==> config.mk <==
export PLATFORM = sky130hd
export DESIGN_NAME = dac_update_ctrl
export DESIGN_NICKNAME = d
export VERILOG_FILES = /design/src/inc/dac_pkg.sv /design/src/design/dac_justify.sv /design/src/design/dac_update_ctrl.sv
export SDC_FILE = /design/constraint.sdc
export NUM_CORES = 1
export LEC_CHECK = 0
export BUFFER_PORTS_ARGS = -buffer_cell sky130_fd_sc_hd__buf_2
export CORE_MARGIN = 4
export CORE_UTILIZATION = 49
export CTS_BUF_LIST = sky130_fd_sc_hd__clkbuf_4
export CTS_CLUSTER_DIAMETER = 200
export CTS_CLUSTER_SIZE = 20
export DETAILED_ROUTE_END_ITERATION = 16
export PLACE_DENSITY = 0.76
export SYNTH_ARGS = -nofsm -noshare
export SYNTH_HDL_FRONTEND = slang
export SYNTH_SLANG_ARGS = --single-unit
==> constraint.sdc <==
create_clock -name SYS_CLK -period 2.26 [get_ports SYS_CLK]
set_clock_uncertainty 0.1 [all_clocks]
set_input_delay 0.452 -clock SYS_CLK [delete_from_list [all_inputs] [get_ports SYS_CLK]]
set_output_delay 0.452 -clock SYS_CLK [all_outputs]
set_load 0.01 [all_outputs]
==> src/inc/dac_pkg.sv <==
// Constants for the second converter channel update and justify control.
// Assumes an AHB-Lite slave with 32-bit words and on-chip timer overflow pulses.
// Notes on behaviour
// (RULE_01) Trigger select 00: output loads on a software write of the high byte.
// (RULE_02) Trigger select 01: output loads on each timer 3 overflow.
// (RULE_03) Trigger select 10 loads on timer 4 overflow, 11 on timer 2.
// (RULE_04) Trigger select is two bits at control bits 4 and 3, read/write.
// (RULE_05) Justify 000: word is high[3:0] then the whole low byte.
// (RULE_06) Justify 001: word is high[4:0] then low[7:1].
// (RULE_07) Justify 010: word is high[5:0] then low[7:2].
// (RULE_08) Justify 011: word is high[6:0] then low[7:3].
// (RULE_09) Justify 1xx: word is the whole high byte then low[7:4].
// (RULE_10) Control register resets to zero: disabled, write trigger, justify 000.
// (RULE_11) Enable 0 keeps the converter shut down; 1 runs it and takes updates.
package dac_pkg;
  localparam logic [7:0] DAC_OFS_CONTROL = 8'h00;
  localparam logic [7:0] DAC_OFS_HIGH = 8'h04;
  localparam logic [7:0] DAC_OFS_LOW = 8'h08;
  localparam logic [7:0] DAC_OFS_OUTPUT = 8'h0c;
  localparam logic [7:0] DAC_CTRL_RESET = 8'h00;
  localparam logic [7:0] DAC_CTRL_WMASK = 8'h9f;
  localparam int DAC_BIT_ENABLE = 7;
  localparam int DAC_BIT_TRIG_HI = 4;
  localparam int DAC_BIT_TRIG_LO = 3;
  localparam int DAC_BIT_JUST_HI = 2;
  localparam int DAC_BIT_JUST_LO = 0;
  localparam logic [1:0] DAC_HTRANS_NONSEQ = 2'h2;
  typedef enum logic [1:0] {
    DAC_TRIG_WRITE = 2'b00,
    DAC_TRIG_TMR3 = 2'b01,
    DAC_TRIG_TMR4 = 2'b10,
    DAC_TRIG_TMR2 = 2'b11
  } dac_trig_t;
endpackage : dac_pkg

==> src/design/dac_justify.sv <==
// Aligns the high and low data bytes into a 12-bit converter word.
// Assumes both bytes and the format select come from registers on the same clock.
`timescale 1ns/1ps
module dac_justify (
  input wire logic [7:0] high_byte,
  input wire logic [7:0] low_byte,
  input wire logic [2:0] format_sel,
  output logic [11:0] word
);
  // Format picks how many word bits come from the high byte
  always_comb begin
    if (format_sel[2]) begin
      // (RULE_09) eight-bit high part
      word = {high_byte[7:0], low_byte[7:4]};
    end else begin
      unique case (format_sel[1:0])
        // (RULE_05) four-bit high part
        2'b00: word = {high_byte[3:0], low_byte[7:0]};
        // (RULE_06) five-bit high part
        2'b01: word = {high_byte[4:0], low_byte[7:1]};
        // (RULE_07) six-bit high part
        2'b10: word = {high_byte[5:0], low_byte[7:2]};
        // (RULE_08) seven-bit high part
        2'b11: word = {high_byte[6:0], low_byte[7:3]};
      endcase
    end
  end
endmodule : dac_justify

==> src/design/dac_update_ctrl.sv <==
// Second converter channel control: registers, update trigger and output word.
// Assumes an AHB-Lite master of single word transfers and timer overflow pulses.
// Assumes the overflow pins may change at any time relative to SYS_CLK.
`timescale 1ns/1ps
module dac_update_ctrl (
  // Clock and reset
  input wire logic SYS_CLK,
  input wire logic NRST,
  // AHB-Lite slave
  input wire logic HSEL,
  input wire logic [7:0] HADDR,
  input wire logic [1:0] HTRANS,
  input wire logic HWRITE,
  input wire logic [2:0] HSIZE,
  input wire logic [31:0] HWDATA,
  input wire logic HREADY,
  output logic [31:0] HRDATA,
  output logic HREADYOUT,
  output logic HRESP,
  // Timer overflow pins
  input wire logic TMR2_OVF,
  input wire logic TMR3_OVF,
  input wire logic TMR4_OVF,
  // Converter side
  output logic [11:0] DAC_CODE,
  output logic DAC_ENABLE
);
  // Software registers and their next values
  logic [7:0] ctrl_q;
  logic [7:0] ctrl_d;
  logic [7:0] high_q;
  logic [7:0] high_d;
  logic [7:0] low_q;
  logic [7:0] low_d;
  // Output word and enable as driven to the converter
  logic [11:0] code_q;
  logic [11:0] code_d;
  logic en_q;
  // Bus data phase state and read data
  logic [31:0] rdata_q;
  logic [31:0] rdata_d;
  logic wr_pend_q;
  logic [7:0] wr_addr_q;
  // Overflow pin synchronisers and edge history, one bit per timer
  logic [2:0] t_s1_q;
  logic [2:0] t_s2_q;
  logic [2:0] t_s3_q;
  // Aligned words and the update trigger
  logic [11:0] word;
  logic [11:0] word_wr;
  logic trig_hit;

  // Address phase decode: a transfer is taken when selected, ready and NONSEQ
  wire access = HSEL && HREADY && (HTRANS == dac_pkg::DAC_HTRANS_NONSEQ);
  wire rd_go = access && !HWRITE;
  wire wr_go = access && HWRITE;

  // Data phase decode: the write lands one cycle after its address phase
  // Unmapped offsets match no register, so such writes are dropped
  wire wr_ctrl = wr_pend_q && (wr_addr_q == dac_pkg::DAC_OFS_CONTROL);
  wire wr_high = wr_pend_q && (wr_addr_q == dac_pkg::DAC_OFS_HIGH);
  wire wr_low = wr_pend_q && (wr_addr_q == dac_pkg::DAC_OFS_LOW);

  // (RULE_04) two-bit trigger field
  wire [1:0] trig_sel = ctrl_q[dac_pkg::DAC_BIT_TRIG_HI:dac_pkg::DAC_BIT_TRIG_LO];
  // Justify select and channel enable; a change applies from the next clock
  wire [2:0] just_sel = ctrl_q[dac_pkg::DAC_BIT_JUST_HI:dac_pkg::DAC_BIT_JUST_LO];
  wire enabled = ctrl_q[dac_pkg::DAC_BIT_ENABLE];

  // Overflow edges, read after two synchroniser stages; a held level counts once
  // A pin needs one low cycle between overflows for both to count
  wire tmr2_evt = t_s2_q[0] && !t_s3_q[0];
  wire tmr3_evt = t_s2_q[1] && !t_s3_q[1];
  wire tmr4_evt = t_s2_q[2] && !t_s3_q[2];

  // Trigger selection for an output update; unselected sources may pulse freely
  always_comb begin
    unique case (dac_pkg::dac_trig_t'(trig_sel))
      // (RULE_01) high byte write
      dac_pkg::DAC_TRIG_WRITE: trig_hit = wr_high;
      // (RULE_02) timer 3 overflow
      dac_pkg::DAC_TRIG_TMR3: trig_hit = tmr3_evt;
      // (RULE_03) timer 4 or 2 overflow
      dac_pkg::DAC_TRIG_TMR4: trig_hit = tmr4_evt;
      dac_pkg::DAC_TRIG_TMR2: trig_hit = tmr2_evt;
    endcase
  end

  // (RULE_11) updates only while enabled; a shut down channel drops its triggers
  wire load_out = trig_hit && enabled;

  // Word alignment of the buffered bytes
  dac_justify u_justify (
    .high_byte(high_q),
    .low_byte(low_q),
    .format_sel(just_sel),
    .word(word)
  );

  // Same alignment with the high byte of the data phase, so a write trigger
  // loads the byte being written rather than the one it replaces
  dac_justify u_justify_wr (
    .high_byte(HWDATA[7:0]),
    .low_byte(low_q),
    .format_sel(just_sel),
    .word(word_wr)
  );

  // Next register values; the write mask keeps control bits 6:5 at zero
  assign ctrl_d = wr_ctrl ? (HWDATA[7:0] & dac_pkg::DAC_CTRL_WMASK) : ctrl_q;
  assign high_d = wr_high ? HWDATA[7:0] : high_q;
  assign low_d = wr_low ? HWDATA[7:0] : low_q;

  // Next output word; justify applies when the word loads, not when bytes are written
  // (RULE_01) a high byte write loads with the new byte
  assign code_d = !load_out ? code_q : (wr_high ? word_wr : word);

  // Read mux on next values, so a read right behind a write sees that write
  // Unmapped offsets read zero; the output word sits in the low twelve bits
  always_comb begin
    rdata_d = '0;
    unique case (HADDR)
      dac_pkg::DAC_OFS_CONTROL: rdata_d[7:0] = ctrl_d;
      dac_pkg::DAC_OFS_HIGH: rdata_d[7:0] = high_d;
      dac_pkg::DAC_OFS_LOW: rdata_d[7:0] = low_d;
      dac_pkg::DAC_OFS_OUTPUT: rdata_d[11:0] = code_d;
      default: rdata_d = '0;
    endcase
  end

  // Write bookkeeping: HWDATA follows its address by one cycle,
  // so the address is kept until the data phase
  always_ff @(posedge SYS_CLK or negedge NRST) begin
    if (!NRST) begin
      wr_pend_q <= 1'b0;
      wr_addr_q <= 8'h00;
    end else begin
      wr_pend_q <= wr_go;
      if (wr_go) begin
        wr_addr_q <= HADDR;
      end
    end
  end

  // Read data: captured at the address phase so HRDATA comes from a flip-flop
  always_ff @(posedge SYS_CLK or negedge NRST) begin
    if (!NRST) begin
      rdata_q <= 32'h0000_0000;
    end else begin
      if (rd_go) begin
        rdata_q <= rdata_d;
      end
    end
  end

  // Control register
  always_ff @(posedge SYS_CLK or negedge NRST) begin
    if (!NRST) begin
      // (RULE_10) control clears to zero
      ctrl_q <= dac_pkg::DAC_CTRL_RESET;
    end else begin
      ctrl_q <= ctrl_d;
    end
  end

  // Buffered data bytes; writing the low byte never moves the output by itself
  always_ff @(posedge SYS_CLK or negedge NRST) begin
    if (!NRST) begin
      high_q <= 8'h00;
      low_q <= 8'h00;
    end else begin
      high_q <= high_d;
      low_q <= low_d;
    end
  end

  // Overflow synchronisers; only the second stage and the history are read,
  // so an overflow reaches the output three clocks after its pin rises
  always_ff @(posedge SYS_CLK or negedge NRST) begin
    if (!NRST) begin
      t_s1_q <= 3'h0;
      t_s2_q <= 3'h0;
      t_s3_q <= 3'h0;
    end else begin
      t_s1_q <= {TMR4_OVF, TMR3_OVF, TMR2_OVF};
      t_s2_q <= t_s1_q;
      t_s3_q <= t_s2_q;
    end
  end

  // Output word: changes only on a chosen trigger while enabled
  always_ff @(posedge SYS_CLK or negedge NRST) begin
    if (!NRST) begin
      code_q <= 12'h000;
    end else begin
      code_q <= code_d;
    end
  end

  // (RULE_11) shutdown follows enable
  // Lags the control bit by one clock; each load is gated by the control bit itself, without the lag
  always_ff @(posedge SYS_CLK or negedge NRST) begin
    if (!NRST) begin
      en_q <= 1'b0;
    end else begin
      en_q <= enabled;
    end
  end

  // HRDATA, DAC_CODE and DAC_ENABLE from flip-flops; every access completes at once with OKAY
  assign HRDATA = rdata_q;
  assign HREADYOUT = 1'b1;
  assign HRESP = 1'b0;
  assign DAC_CODE = code_q;
  assign DAC_ENABLE = en_q;
endmodule : dac_update_ctrl

==> flow_summary_export.csv <==
group,metric,value,unit
detailed_routing,route.detailed.drc,0,
cts,cts_buffers,9,
global_routing,grt_start_max_net_pins,68,
place,io_buffers,50,
global_routing,grt_pass1_wl,14700,um
setup_path,r2r-start,"wr_addr_q[7]",
synthesis,yosysTopAreaCellShare,0.468,
setup_path,critPathLaunchType,"flop",
min_path,hp-class,"in2reg",
run_status,outcome,"finished with violations",
layout,finalNonFillerCells,531,
cts,cts_tree,"built",
synthesis,synthXorXnorAreaFrac,0.00244,
detailed_routing,viasPerCell,5.67,
layout,antennaDiodeCount,0,
setup_path,arrival,2.54,ns
place,hpwl,6760,um
flow_run,drv_cap,0,
setup_path,ff2ff_setup_slack,-0.13,ns
timing,finalSetupViolations,11,
detailed_routing,routed-wl-met3,666,um
setup_path,worst_r2r_path_depth,6,
global_routing,grt_pass1_vias,2943,
detailed_routing,wl_per_cell,17.9,um
die,ioPinCount,100,
setup_path,cpPeakStageDelay,0.51,ns
die,start_util,0.516,
pwr,ir_drop,0.000502,V
setup_path,crit_family,"simple AND/OR/NAND/NOR gates",
cts,clock-sinks,67,
die,fp.dieArea,0.00874,sq mm
synthesis,synth_ff_type,"dfrtp_1",
timing,fmax,419,MHz
detailed_routing,drt_iter0_markers,281,
pwr,power_density,819,mW/mm^2
die,fp.dieH,93.5,um
synthesis,syn_avg_cell_area,10.7,sq um
global_routing,grt_overflow,0,
cts,ctsRootBufferMaster,"clkbuf_4",
synthesis,synth_top_family_by_area,"multiplexers",
detailed_routing,ant_nets,0,
run_status,violations,"setup timing",
cts,clockBufferDepth,2,
setup_path,crit_slowest_cell,"or4_4",
setup_path,worst-endpoint-required,2.42,ns
timing,hold_violations,0,
synthesis,seq_area_frac_synth,0.468,
layout,drive_gt1_frac,0.395,
synthesis,synth_warnings,0,
setup_path,cp_cell_sequence,"or4_4, nor3_4, buf_6, mux2_4, o211ai_1, o211ai_1",
timing,max_slew_margin,0.598,
cts,insertion_delay,0.39,ns
global_routing,grtUsageTotal,0.219,
cts,htreeDepth,3,
timing,postLayoutSetupSlackWorst,-0.129,ns
detailed_routing,wl,9480,um
setup_path,r2r-end,"HRDATA[3]",
synthesis,synthAdderAreaFrac,0,
synthesis,postSynthCellCount,336,
setup_path,crit_path_end_kind,"flop",
min_path,min_delay_path_depth,1,
synthesis,yosysTopAreaCell,"dfrtp_1",
synthesis,ys_top_cells_by_area,"dfrtp_1, mux2_2, mux2i_1",
setup_path,crit_top_cell,"o211ai_1",
setup_path,critPathKind,"reg2reg",
synthesis,synth_edf_count,0,
die,die_w,93.5,um
die,core,0.00694,sq mm
min_path,hold_start,"TMR2_OVF",
synthesis,synth_compound_area_frac,0.118,
setup_path,path_buf_inv,1,
detailed_routing,highest_layer,"met4",
detailed_routing,vias,3011,
timing,period_needed,2.39,ns
detailed_routing,wl_met1,3920,um
pwr,leakagePower,0.00216,uW
timing,post-route-period-util,1.06,
timing,drv_slew,0,
place,place_congestion,0.965,
pwr,finalPower,3710,uW
synthesis,synth_mux_area_frac,0.197,
layout,syn_to_final_growth,26.4,%
timing,tightest_slew,0.601,ns
synthesis,async_flop_share,1.00,
timing,rsz0062_at_grt,"yes",
synthesis,synthSimpleGateAreaFrac,0.130,
layout,nNetsFinal,484,
min_path,min_to,"t_s1_q[0]",
detailed_routing,wl_met2,4650,um
place,placed_cells,505,
synthesis,ys_ff_latch,67,
synthesis,ys_types,47,
global_routing,antenna_found_initial,0,
detailed_routing,dr.pass1.iters,4,
die,fp-row-count,30,
synthesis,synth_area,0.00358,sq mm
setup_path,cp_max_fo,4,
cts,clk_pin_slew_worst_paths,0.10,ns
-- synth_stat cells (2+ instances only) --
cell       number
mux4_2          8
and2_1          3
a31oi_1         6
mux2_2         23
or2_2           2
conb_1          2
nor3_1          3
nor4_1          5
clkbuf_1        9
o21ai_1         3
a21oi_1        10
a22o_1          4
nor2_1         12
o21ai_0         9
and3_1          3
buf_4          23
nor2b_1         6
a221oi_1        2
a32oi_1         3
a211oi_1        4
nand2_1        47
inv_1          15
buf_2           6
nand3_1         4
nand4b_1        2
mux2i_1        25
o211ai_1       10
dfrtp_1        67
a2bb2oi_1       2
-- power breakdown --
| group | switching [uW] | internal [uW] | leakage [uW] | total (uW) |
|---|---|---|---|---|
| clock | 390 | 331 | 0.0000664 | 720 |
| sequential | 206 | 1400 | 0.000829 | 1610 |
| combinational | 681 | 700 | 0.00127 | 1380 |
| total | 1280 | 2430 | 0.00216 | 3710 |
-- cell usage in the layout, fill, tap and decap left out, types with 4 or more instances in the layout --
| master | count |
|---|---|
| clkinv_1 | 5 |
| dfrtp_1 | 66 |
| mux2_2 | 14 |
| mux4_2 | 8 |
| buf_4 | 43 |
| o21ai_1 | 6 |
| a21oi_1 | 9 |
| mux2_4 | 10 |
| a22o_1 | 4 |
| nor2_1 | 12 |
| clkbuf_4 | 10 |
| nor2b_1 | 6 |
| conb_1 | 22 |
| inv_1 | 15 |
| nand2_1 | 47 |
| o211ai_1 | 10 |
| mux2i_1 | 20 |
| buf_6 | 6 |
| buf_2 | 50 |
| a31oi_1 | 6 |
| o21ai_0 | 6 |
-- metal layers --
metal | global-route usage | up-vias
met4 | 0.0928 | 0
met5 | 0 | -
met3 | 0.0378 | 21
met2 | 0.348 | 126
li1 | - | 1363
met1 | 0.297 | 1501
-- sequential cells by signal, summed over array words and instances, names as in the netlist, 3 cells and up --
signal and flops:
DAC_CODE 12, HRDATA 12, ctrl_q 8, high_q 8
low_q 8, t_s1_q 3, t_s2_q 3, t_s3_q 3
wr_addr_q 8
-- area by class of cell --
cell class	instances	area [sq um]
clock inverters	5	45.0
fillers	541	2410
repair buffers	102	691
multi-input cells	235	1860
flip-flops and latches	67	1680
clock buffers	10	75.1
well taps	96	120
inverters	16	60.1
-- worst max-delay path by stage --
stage	from	endpoint	depth (start not counted)
3_5_place_dp	wr_addr_q[6]	HRDATA[7]	7
2_1_floorplan	wr_addr_q[5]	HRDATA[10]	6
4_1_cts	wr_addr_q[4]	HRDATA[3]	6
3_3_place_gp	wr_addr_q[5]	DAC_CODE[7]	6
5_1_grt	wr_addr_q[7]	HRDATA[3]	6
6_report	wr_addr_q[7]	HRDATA[3]	6
-- per-stage QoR --
step	util	setup slack (ns)	instance area, sq um	hold WS (ns)	setup TNS (ns)
global placement	0.594	-0.142	4120	0.234	-0.876
finish	0.652	-0.129	4530	0.0578	-0.509
floorplan	-	0.0126	3660	0.0564	0
global route	0.652	-0.207	4530	0.0245	-1.65
detailed placement	0.594	-0.176	4120	0.240	-1.00
CTS	0.629	-0.0708	4370	0.0356	-0.247
-- timing repair --
| item | in CTS | in global routing |
|---|---|---|
| cloned | 0 | 0 |
| resized for setup | 19 | 27 |
| endpoints found under the hold margin | 67 | 0 |
| setup endpoints to repair | 12 | 17 |
| pin swaps | 12 | 9 |
| hold buffers | 1 | 0 |
| buffers inserted | 4 | 7 |
-- cells by family (layout without fill, tap and decap cells) --
group           Yosys count  after routing
simple gates             94             94
buf+inv                  54            133
mux                      57             57
compound gates           61             61
other cells               2             22
xor+xnor                  1              1
flops                    67             67
Power figures use the tool's default switching activity.
